<file path="src/core/pcl_defs.svh">
/*
   Constants for the parallel configuration loader: width codes, option bit
   position, edge counts and default sizes.
   Assumes it is included by its bare name from the core/ folder.
*/
//
// Behaviour
// - In user mode the request, status and complete lines all sit high.
// - After power-up the status line is held low for the power-on delay and then released.
// - The complete line stays low from power-up until the whole image has been received.
// - Once configuration is complete, any activity on the configuration clock is ignored; here two falling edges after complete still lead into user mode.
// - Only the data lines of the selected width carry configuration data: 7..0, 15..0 or all 32.
// - After configuration the 32 data lines become user I/O under the fabric's control.
// - The complete line is released high only after every byte of the image has arrived.
// - Once the init-done option bit has been loaded from the image, the init-done pin is driven low.
`ifndef PCL_DEFS_SVH
`define PCL_DEFS_SVH

// Bus width strap codes
`define PCL_WIDTH_X8          2'h0
`define PCL_WIDTH_X16         2'h1
`define PCL_WIDTH_X32         2'h2

// Bytes per captured word
`define PCL_BYTES_X8          3'h1
`define PCL_BYTES_X16         3'h2
`define PCL_BYTES_X32         3'h4

// Data lane masks
`define PCL_MASK_X8           32'h0000_00ff
`define PCL_MASK_X16          32'h0000_ffff
`define PCL_MASK_X32          32'hffff_ffff

// Position of the init-done enable bit in the first image word
`define PCL_OPT_INIT_DONE_BIT 0

// Falling edges after complete that lead into user mode
`define PCL_INIT_EDGES        2'h2

// Default sizes; the power-on delay has no printed figure here
`define PCL_POR_CYCLES_DEF    256
`define PCL_IMAGE_BYTES_DEF   64

`endif

</file>
<file path="src/core/pcl_pkg.sv">
/*
   Types of the parallel configuration loader.
   Assumes the defs header supplies all numeric constants.
*/
package pcl_pkg;

   // Loader sequence
   typedef enum logic [2:0] {
      S_POR   = 3'h0,
      S_RESET = 3'h1,
      S_LOAD  = 3'h2,
      S_INIT  = 3'h3,
      S_USER  = 3'h4
   } pcl_state_e;

   typedef logic [31:0] pcl_word_t;
   typedef logic [1:0]  pcl_width_t;

endpackage : pcl_pkg

</file>
<file path="src/core/pcl_pin_if.sv">
/*
   Synchronised view of the configuration pins, passed from the pin front
   end to the loader core.
   Assumes both ends run on the same clock.
*/
`timescale 1ns/100ps
interface pcl_pin_if;
   logic                req_n;      // Request, synchronised
   logic                clk_rise;   // Config clock rising edge seen
   logic                clk_fall;   // Config clock falling edge seen
   pcl_pkg::pcl_width_t width;      // Width strap, synchronised
   pcl_pkg::pcl_word_t  data;       // Data lines, same age as the edges

   modport front (output req_n, output clk_rise, output clk_fall,
                  output width, output data);
   modport core  (input req_n, input clk_rise, input clk_fall,
                  input width, input data);
endinterface : pcl_pin_if

</file>
<file path="src/core/pcl_config_loader.sv">
/*
   Fast passive parallel configuration loader: power-on delay, request
   handling, word capture at 8/16/32 bits, completion, init edges and
   hand-over of the data lines to user I/O.
   Assumes open-drain lines are resolved outside and the host follows the
   documented start-up order.
*/
`timescale 1ns/100ps
`include "pcl_defs.svh"
module pcl_config_loader #(
   parameter int POR_CYCLES  = `PCL_POR_CYCLES_DEF,
   parameter int IMAGE_BYTES = `PCL_IMAGE_BYTES_DEF
) (
   // Clock and reset
   input  wire logic        clock,
   input  wire logic        rstn,
   // Host side pins
   input  wire logic        config_request_n,
   input  wire logic        config_clock,
   input  wire logic [1:0]  width_sel,
   input  wire logic [31:0] data_i,
   output logic [31:0]      data_o,
   output logic [31:0]      data_oe,
   // Open-drain status pins
   output logic             config_status_n_o,
   output logic             config_status_n_oe,
   output logic             config_complete_o,
   output logic             config_complete_oe,
   output logic             init_done_o,
   output logic             init_done_oe,
   // Fabric side
   output logic [31:0]      cfg_word,
   output logic             cfg_word_valid,
   output logic             user_mode,
   input  wire logic [31:0] user_data_out,
   input  wire logic [31:0] user_data_oe,
   output logic [31:0]      user_data_in
);
   localparam int PW = $clog2(POR_CYCLES + 1);
   localparam int CW = $clog2(IMAGE_BYTES + 8) + 1;
   localparam logic [PW-1:0] POR_LAST  = PW'(POR_CYCLES - 1);
   localparam logic [CW-1:0] IMG_BYTES = CW'(IMAGE_BYTES);

   // Image must end on a whole 32-bit word for every width
   initial begin
      if (POR_CYCLES < 1 || IMAGE_BYTES < 4 || (IMAGE_BYTES % 4) != 0)
         $error("pcl_config_loader: unsupported POR_CYCLES or IMAGE_BYTES");
   end

   pcl_pin_if pins ();

   pcl_pin_front u_front (
      .clock            (clock),
      .rstn             (rstn),
      .config_request_n (config_request_n),
      .config_clock     (config_clock),
      .width_sel        (width_sel),
      .data_i           (data_i),
      .pins             (pins)
   );

   // Bytes carried by one word of the given width
   function automatic logic [2:0] bytes_per_word(input pcl_pkg::pcl_width_t w);
      case (w)
         `PCL_WIDTH_X8:  bytes_per_word = `PCL_BYTES_X8;
         `PCL_WIDTH_X16: bytes_per_word = `PCL_BYTES_X16;
         default:        bytes_per_word = `PCL_BYTES_X32;
      endcase
   endfunction : bytes_per_word

   // Keep only the lanes of the selected width
   function automatic pcl_pkg::pcl_word_t lane_mask(input pcl_pkg::pcl_width_t w,
                                                    input pcl_pkg::pcl_word_t d);
      case (w)
         `PCL_WIDTH_X8:  lane_mask = d & `PCL_MASK_X8;
         `PCL_WIDTH_X16: lane_mask = d & `PCL_MASK_X16;
         default:        lane_mask = d & `PCL_MASK_X32;
      endcase
   endfunction : lane_mask

   pcl_pkg::pcl_state_e state,        next_state;
   logic [PW-1:0]       por_cnt,      next_por_cnt;
   logic [CW-1:0]       byte_cnt,     next_byte_cnt;
   pcl_pkg::pcl_width_t width,        next_width;
   logic [1:0]          fall_cnt,     next_fall_cnt;
   logic                status_oe,    next_status_oe;
   logic                complete_oe,  next_complete_oe;
   logic                init_oe,      next_init_oe;
   pcl_pkg::pcl_word_t  word,         next_word;
   logic                word_valid,   next_word_valid;
   logic [31:0]         io_o,         next_io_o;
   logic [31:0]         io_oe,        next_io_oe;
   logic [31:0]         io_in,        next_io_in;
   logic                in_user,      next_in_user;
   logic [CW-1:0]       byte_sum;
   logic                last_word;

   assign byte_sum  = byte_cnt + {{(CW-3){1'b0}}, bytes_per_word(width)};
   assign last_word = (byte_sum >= IMG_BYTES);

   // Sequencer and pin drive
   always_comb begin
      next_state       = state;
      next_por_cnt     = por_cnt;
      next_byte_cnt    = byte_cnt;
      next_width       = width;
      next_fall_cnt    = fall_cnt;
      next_status_oe   = status_oe;
      next_complete_oe = complete_oe;
      next_init_oe     = init_oe;
      next_word        = word;
      next_word_valid  = 1'b0;
      case (state)
         pcl_pkg::S_POR: begin
            next_status_oe   = 1'b1;
            next_complete_oe = 1'b1;
            next_por_cnt     = por_cnt + PW'(1);
            next_width       = pins.width;
            if (por_cnt == POR_LAST) begin
               next_state     = pins.req_n ? pcl_pkg::S_LOAD : pcl_pkg::S_RESET;
               next_status_oe = ~pins.req_n;
            end
         end
         pcl_pkg::S_RESET: begin
            next_byte_cnt = '0;
            next_fall_cnt = 2'h0;
            next_width    = pins.width;
            if (pins.req_n) begin
               next_state     = pcl_pkg::S_LOAD;
               next_status_oe = 1'b0;
            end
         end
         pcl_pkg::S_LOAD: begin
            // Word taken on the config clock's rising edge
            if (pins.clk_rise) begin
               next_word       = lane_mask(width, pins.data);
               next_word_valid = 1'b1;
               next_byte_cnt   = byte_sum;
               if (byte_cnt == '0 && pins.data[`PCL_OPT_INIT_DONE_BIT])
                  next_init_oe = 1'b1;
               // Complete released only once the image is whole
               if (last_word) begin
                  next_state       = pcl_pkg::S_INIT;
                  next_complete_oe = 1'b0;
               end
            end
         end
         pcl_pkg::S_INIT: begin
            if (pins.clk_fall) begin
               next_fall_cnt = fall_cnt + 2'h1;
               if (fall_cnt == `PCL_INIT_EDGES - 2'h1) begin
                  next_state   = pcl_pkg::S_USER;
                  next_init_oe = 1'b0;
               end
            end
         end
         pcl_pkg::S_USER: begin
            // Config clock deliberately not looked at here
            next_status_oe   = 1'b0;
            next_complete_oe = 1'b0;
         end
         default: begin
            next_state = pcl_pkg::S_RESET;
         end
      endcase
      // Request low restarts from any state but the power-on delay
      if (state != pcl_pkg::S_POR && !pins.req_n) begin
         next_state       = pcl_pkg::S_RESET;
         next_status_oe   = 1'b1;
         next_complete_oe = 1'b1;
         next_init_oe     = 1'b0;
      end
   end

   always_ff @(posedge clock or negedge rstn) begin
      if (!rstn) begin
         state       <= pcl_pkg::S_POR;
         por_cnt     <= '0;
         byte_cnt    <= '0;
         width       <= `PCL_WIDTH_X8;
         fall_cnt    <= 2'h0;
         status_oe   <= 1'b1;
         complete_oe <= 1'b1;
         init_oe     <= 1'b0;
         word        <= 32'h0;
         word_valid  <= 1'b0;
      end else begin
         state       <= next_state;
         por_cnt     <= next_por_cnt;
         byte_cnt    <= next_byte_cnt;
         width       <= next_width;
         fall_cnt    <= next_fall_cnt;
         status_oe   <= next_status_oe;
         complete_oe <= next_complete_oe;
         init_oe     <= next_init_oe;
         word        <= next_word;
         word_valid  <= next_word_valid;
      end
   end

   // Data lines handed to the fabric only in user mode
   always_comb begin
      next_in_user = (next_state == pcl_pkg::S_USER);
      next_io_oe   = next_in_user ? user_data_oe  : 32'h0;
      next_io_o    = next_in_user ? user_data_out : 32'h0;
      next_io_in   = next_in_user ? pins.data     : 32'h0;
   end

   always_ff @(posedge clock or negedge rstn) begin
      if (!rstn) begin
         io_o    <= 32'h0;
         io_oe   <= 32'h0;
         io_in   <= 32'h0;
         in_user <= 1'b0;
      end else begin
         io_o    <= next_io_o;
         io_oe   <= next_io_oe;
         io_in   <= next_io_in;
         in_user <= next_in_user;
      end
   end

   // Open-drain pins only ever pull low
   assign config_status_n_o  = 1'b0;
   assign config_complete_o  = 1'b0;
   assign init_done_o        = 1'b0;
   assign config_status_n_oe = status_oe;
   assign config_complete_oe = complete_oe;
   assign init_done_oe       = init_oe;
   assign data_o             = io_o;
   assign data_oe            = io_oe;
   assign cfg_word           = word;
   assign cfg_word_valid     = word_valid;
   assign user_mode          = in_user;
   assign user_data_in       = io_in;
endmodule : pcl_config_loader

</file>
<file path="src/core/pcl_pin_front.sv">
/*
   Pin front end: two-flop synchronisers for every pin and edge detection
   of the configuration clock.
   Assumes the configuration clock is far slower than the core clock.
*/
`timescale 1ns/100ps
module pcl_pin_front (
   // Clock and reset
   input  wire logic        clock,
   input  wire logic        rstn,
   // Raw pins
   input  wire logic        config_request_n,
   input  wire logic        config_clock,
   input  wire logic [1:0]  width_sel,
   input  wire logic [31:0] data_i,
   // Synchronised side
   pcl_pin_if.front         pins
);
   logic [1:0]  req_s,    next_req_s;
   logic [2:0]  clk_s,    next_clk_s;
   logic [1:0]  wid_s0,   next_wid_s0;
   logic [1:0]  wid_s1,   next_wid_s1;
   logic [31:0] dat_s0,   next_dat_s0;
   logic [31:0] dat_s1,   next_dat_s1;

   // Shift chains; third clock stage only feeds the edge compare
   always_comb begin
      next_req_s  = {req_s[0], config_request_n};
      next_clk_s  = {clk_s[1:0], config_clock};
      next_wid_s0 = width_sel;
      next_wid_s1 = wid_s0;
      next_dat_s0 = data_i;
      next_dat_s1 = dat_s0;
   end

   always_ff @(posedge clock or negedge rstn) begin
      if (!rstn) begin
         req_s  <= 2'h0;
         clk_s  <= 3'h0;
         wid_s0 <= 2'h0;
         wid_s1 <= 2'h0;
         dat_s0 <= 32'h0;
         dat_s1 <= 32'h0;
      end else begin
         req_s  <= next_req_s;
         clk_s  <= next_clk_s;
         wid_s0 <= next_wid_s0;
         wid_s1 <= next_wid_s1;
         dat_s0 <= next_dat_s0;
         dat_s1 <= next_dat_s1;
      end
   end

   // Edges from second and third stages; data is of the same age
   assign pins.req_n    = req_s[1];
   assign pins.clk_rise = clk_s[1] & ~clk_s[2];
   assign pins.clk_fall = ~clk_s[1] & clk_s[2];
   assign pins.width    = wid_s1;
   assign pins.data     = dat_s1;
endmodule : pcl_pin_front

</file>
<file path="config.mk">
export PLATFORM = sky130hd
export DESIGN_NAME = pcl_config_loader
export DESIGN_NICKNAME = d
export VERILOG_FILES = /design/src/core/pcl_pkg.sv /design/src/core/pcl_pin_if.sv /design/src/core/pcl_config_loader.sv /design/src/core/pcl_pin_front.sv
export VERILOG_INCLUDE_DIRS = /design/src /design/src/core
export SDC_FILE = /design/constraint.sdc
export NUM_CORES = 1
export LEC_CHECK = 0
export ABC_CLOCK_PERIOD_IN_PS = 4900
export CORE_MARGIN = 2
export CORE_UTILIZATION = 60
export CTS_CLUSTER_SIZE = 28
export DETAILED_ROUTE_END_ITERATION = 8
export DONT_BUFFER_PORTS = 1
export PLACE_DENSITY = 0.76
export SLEW_MARGIN = 5
export SYNTH_ARGS = -nofsm -noshare
export SYNTH_HDL_FRONTEND = slang
export SYNTH_SLANG_ARGS = --single-unit
</file>
<file path="constraint.sdc">
create_clock -name clock -period 4.9 [get_ports clock]
set_clock_uncertainty 0.2 [all_clocks]
set_input_delay 0.245 -clock clock [delete_from_list [all_inputs] [get_ports clock]]
set_output_delay 0.245 -clock clock [all_outputs]
set_load 0.02 [all_outputs]
</file>
==> results_tabular.tex <==
\begin{tabular}{lr}
\hline
Metric & Value \\
\hline
\multicolumn{2}{l}{\textbf{STA}} \\
\quad Post-route setup slack & 1.45 ns \\
\quad Unrepaired setup endpoints after global routing & no \\
\quad Max transition margin & 45.9\% \\
\quad Final count of hold timing violations & 230 \\
\quad Max Fclk & 290 MHz \\
\quad Setup total negative slack & 0 ns \\
\quad Max-slew violation count & 0 \\
\quad Number of setup violations in the final report & 0 \\
\quad Minimum clock period after layout & 3.45 ns \\
\quad Part of the cycle the worst path needs & 70.4\% \\
\quad Measured slew at the worst slew-check pin & 0.810 ns \\
\quad Tightest hold margin & -0.750 ns \\
\multicolumn{2}{l}{\textbf{Status}} \\
\quad Result of the run & finished, violations left \\
\quad Violated checks & hold timing \\
\multicolumn{2}{l}{\textbf{Final layout}} \\
\quad Layout overhead on the synthesized area & 21.9\% \\
\quad Layout fillers & 820 \\
\quad Most common cell after layout, fill and taps aside & dfrtp\_1 \\
\quad Layout cell share with drive strength beyond 1 & 7.61\% \\
\quad Leading cell types in the layout, fill and taps excluded & dfrtp\_1 (227), dlygate4sd3\_1 (100), and3\_1 (99) \\
\quad Fin area & 9700 um2 \\
\quad Final-stage net count & 802 \\
\quad Antenna diode count & 0 \\
\quad Post-layout instance count excluding filler cells & 886 \\
\multicolumn{2}{l}{\textbf{Placed design}} \\
\quad Setup slack after placement & 1.59 ns \\
\quad Final Wtd Congestion & 0.877 \\
\quad Post-DP Area & 7980 um2 \\
\quad HPWL after DPL & 11100 um \\
\quad Count of input and output buffers & 0 \\
\quad Post-placement cell count & 746 \\
\multicolumn{2}{l}{\textbf{Worst setup path}} \\
\quad Family with the most delay on the worst path & adder cells \\
\quad Register-to-register setup slack & 1.45 ns \\
\quad Worst-path fanout max & 24 \\
\quad Delay of the slowest cell on the worst path & 0.84 ns \\
\quad Data required time at the worst endpoint & 5.09 ns \\
\quad Crit path launch type & flip-flop \\
\quad Classification of the worst setup path & flip-flop to flip-flop \\
\quad Buffers and inverters on the worst path & 1 \\
\quad Cells along the critical path & or2\_2, inv\_1, ha\_1, fa\_1, maj3\_1, a2111oi\_0, a21oi\_1, o211ai\_1 \\
\quad Endpoint type of the worst setup path & flip-flop \\
\quad Worst Path Arrival & 3.64 ns \\
\quad Register-to-Register Path Depth & 8 \\
\quad Library cell contributing the largest single delay on the critical path & dfrtp\_1 \\
\quad Worst R2R End & state[0]\$\_DFF\_PN0\_ \\
\quad Worst flop-to-flop path startpoint & width[1]\$\_DFFE\_PN0N\_ \\
\multicolumn{2}{l}{\textbf{Routing}} \\
\quad DRC violation total after the first TritonRoute iteration & 516 \\
\quad First-pass DRT Iterations & 6 \\
\quad Post-detailed-route wirelength per cell & 21.6 um \\
\quad Antenna-violating nets left & 0 \\
\quad Via count & 5009 \\
\quad Post-route DRC violation count & 0 \\
\quad Wirelength, routed & 19100 um \\
\quad Vias per cell & 5.65 \\
\multicolumn{2}{l}{\textbf{Clock network}} \\
\quad Clk\_lat worst skew & 0.48 ns \\
\quad CTS-repair resized insts & 0 \\
\quad Number of H-tree branching levels & 1 \\
\quad Clock sink count & 230 \\
\quad Clock Path Buffers & 3 \\
\quad Total clock buffers created by CTS & 22 \\
\quad Count of hold-fix buffers inserted at cts & 100 \\
\quad CTS tree & built \\
\quad Buffers inserted by post-CTS timing repair & 0 \\
\quad Clock root buffer & clkbuf\_16 \\
\quad Clock Pin Slew Worst Setup and Hold Paths & 0.06 ns \\
\multicolumn{2}{l}{\textbf{Synth}} \\
\quad Fraction of the yosys area taken by sequential cells & 72.4\% \\
\quad Flip-flop and latch count after synthesis & 230 \\
\quad Share of flip-flops with an asynchronous set or reset & 100\% \\
\quad Count of unique library cells instantiated by Yosys & 57 \\
\quad Warning count from the yosys run & 0 \\
\quad Mean instance size in the synthesized netlist & 13.1 um2 \\
\quad Number of flops mapped to enable cells by yosys & 0 \\
\quad Post-Synthesis Cells & 608 \\
\quad Area of the mapped netlist & 7960 um2 \\
\quad Most used flip-flop cell after synthesis & dfrtp\_1 \\
\multicolumn{2}{l}{\textbf{GRT}} \\
\quad Layer with the highest usage after global routing & met2 \\
\quad Vias in the first global route & 5283 \\
\quad Sum of overflow across all layers after global routing & 0 \\
\quad Total global-route track usage & 27.3\% \\
\quad Routing usage on met3 & 8.38\% \\
\quad Met2 track demand over resource in global routing & 47.3\% \\
\quad Wire length of the first global-routing pass & 30000 um \\
\quad Global-route met1 utilization & 32.6\% \\
\quad Antenna violations before repair & 0 \\
\quad Largest net degree at the start of global routing & 231 \\
\multicolumn{2}{l}{\textbf{Min path}} \\
\quad Class of the tightest hold or removal check & primary input to asynchronous set/reset pin \\
\multicolumn{2}{l}{\textbf{Power and ir drop}} \\
\quad Portion of total power attributed to the clock network & 44.8\% \\
\quad Logic pwr share & 2.3\% \\
\quad Power share of the sequential group & 52.8\% \\
\quad Switching power total & 0.731 mW \\
\quad Worst vdd rail ir drop & 325 uV \\
\quad Leakage power & 5.00 nW \\
\quad Internal Dissipation & 2.96 mW \\
\quad Total power density per cell area & 381 nW/um2 \\
\quad Switching share of power & 19.8\% \\
\multicolumn{2}{l}{\textbf{Floorplanning}} \\
\quad Std cell rows & 42 \\
\quad Core region area & 13100 um2 \\
\quad Die area & 14200 um2 \\
\quad Overall die width & 119 um \\
\quad IO Count & 238 \\
\quad DIE HEIGHT & 119 um \\
\quad Initial core utilization & 60.8\% \\
\multicolumn{2}{l}{\textbf{Job}} \\
\quad Number of violations of the max-capacitance limit & 0 \\
\hline
\end{tabular}
==> logic make-up (layout without fill, tap and decap cells) <==
logic type      after synthesis  count (layout)  synth area share, %
simple gates                261             261                 17.3
flops                       230             230                 72.4
fa+ha+maj                     8               8                 1.29
mux                           2               2                0.283
buf+inv                      51             151                 3.35
compound gates               45              45                 4.28
other cells                   1               3               0.0471
xor+xnor                     10              10                 1.10
==> state kept, by name, indices dropped and copies added (netlist names) <==
register / flops
cfg_word: 32
width: 2
cfg_word_valid: 1
config_complete_oe: 1
por_cnt: 9
user_data_in: 32
fall_cnt: 2
u_front.next_wid_s1: 2
u_front.pins.width: 2
u_front.dat_s0: 32
u_front.pins.data: 32
user_mode: 1
byte_cnt: 8
init_done_oe: 1
u_front.req_s: 2
data_o: 32
state: 3
data_oe: 32
config_status_n_oe: 1
u_front.clk_s: 3
==> worst max-delay path by stage <==
| stage | end | cells past startpoint | from |
|---|---|---|---|
| after floorplan | state[0]$_DFF_PN0_ | 9 | width[1]$_DFFE_PN0N_ |
| after detailed placement | state[0]$_DFF_PN0_ | 8 | width[1]$_DFFE_PN0N_ |
| after CTS | state[0]$_DFF_PN0_ | 8 | width[1]$_DFFE_PN0N_ |
| after global routing | state[0]$_DFF_PN0_ | 8 | width[1]$_DFFE_PN0N_ |
| final | state[0]$_DFF_PN0_ | 8 | width[1]$_DFFE_PN0N_ |
| after global placement | state[0]$_DFF_PN0_ | 8 | width[1]$_DFFE_PN0N_ |
==> power by group through the flow <==
stage / logic, mW / registers (mW) / clock network [mW]
after floorplan: 0.0225 / 1.98 / 0
after detailed placement: 0.0187 / 1.99 / 0
after CTS: 0.0844 / 1.95 / 1.67
final: 0.0866 / 1.95 / 1.66
after global routing: 0.0920 / 1.95 / 1.77
after global placement: 0.0182 / 1.98 / 0
==> metrics by stage <==
| step | total power, mW | util [%] |
|---|---|---|
| after global routing | 3.82 | 74.1 |
| after floorplan | 2.00 | - |
| final | 3.70 | 74.1 |
| after detailed placement | 2.01 | 61.0 |
| after CTS | 3.71 | 74.1 |
| after global placement | 2.00 | 61.0 |
==> area by class of cell <==
cell class | instances | area [um2] | area share, %
Tap cell | 176 | 220 | 2.27
Inverter | 8 | 35.0 | 0.361
Multi-Input combinational cell | 329 | 1940 | 20.0
Clock inverter | 9 | 76.3 | 0.787
Timing Repair Buffer | 103 | 1020 | 10.6
Sequential cell | 230 | 5760 | 59.4
Clock buffer | 31 | 646 | 6.66
==> worst register-to-register path: cells and delay by family (launching register included) <==
family	cells	cell delay [ns]
flops	1	0.84
simple gates	1	0.33
fa+ha+maj	3	1.09
compound gates	3	0.84
buf+inv	1	0.06
==> cell usage after synthesis (2+ instances only) <==
cell type,number,area [um2]
inv_1,7,26.3
a32o_1,2,20.0
nand2b_1,3,18.8
and2_1,3,18.8
a22o_1,3,26.3
o221ai_1,2,17.5
a31o_2,2,17.5
clkbuf_1,21,78.8
xnor2_1,7,61.3
or3_1,2,12.5
buf_2,8,40.0
xor2_1,3,26.3
nand3b_1,3,22.5
ha_1,5,62.6
a21oi_1,6,30.0
nor3_1,5,25.0
nand3_1,32,160
maj3_1,2,20.0
and3_1,99,619
o211ai_1,2,15.0
a21o_1,3,22.5
o21ai_0,10,50.1
buf_1,2,7.51
mux2_2,2,22.5
nor2_1,9,33.8
a22oi_1,3,22.5
nor2b_1,2,12.5
dfrtp_1,228,5710
o31ai_1,3,22.5
clkbuf_2,3,15.0
or2_2,2,12.5
buf_4,3,22.5
nand2_1,88,330
nand4_1,4,25.0
dfstp_2,2,52.6
buf_6,6,67.6
==> layer usage <==
layer	up-vias	share of wire, %
met4	0	3.7
met3	56	9.1
met1	2470	36
met2	258	52
met5	-	0
li1	2225	-
No activity file was read; power rests on OpenSTA's default activity.
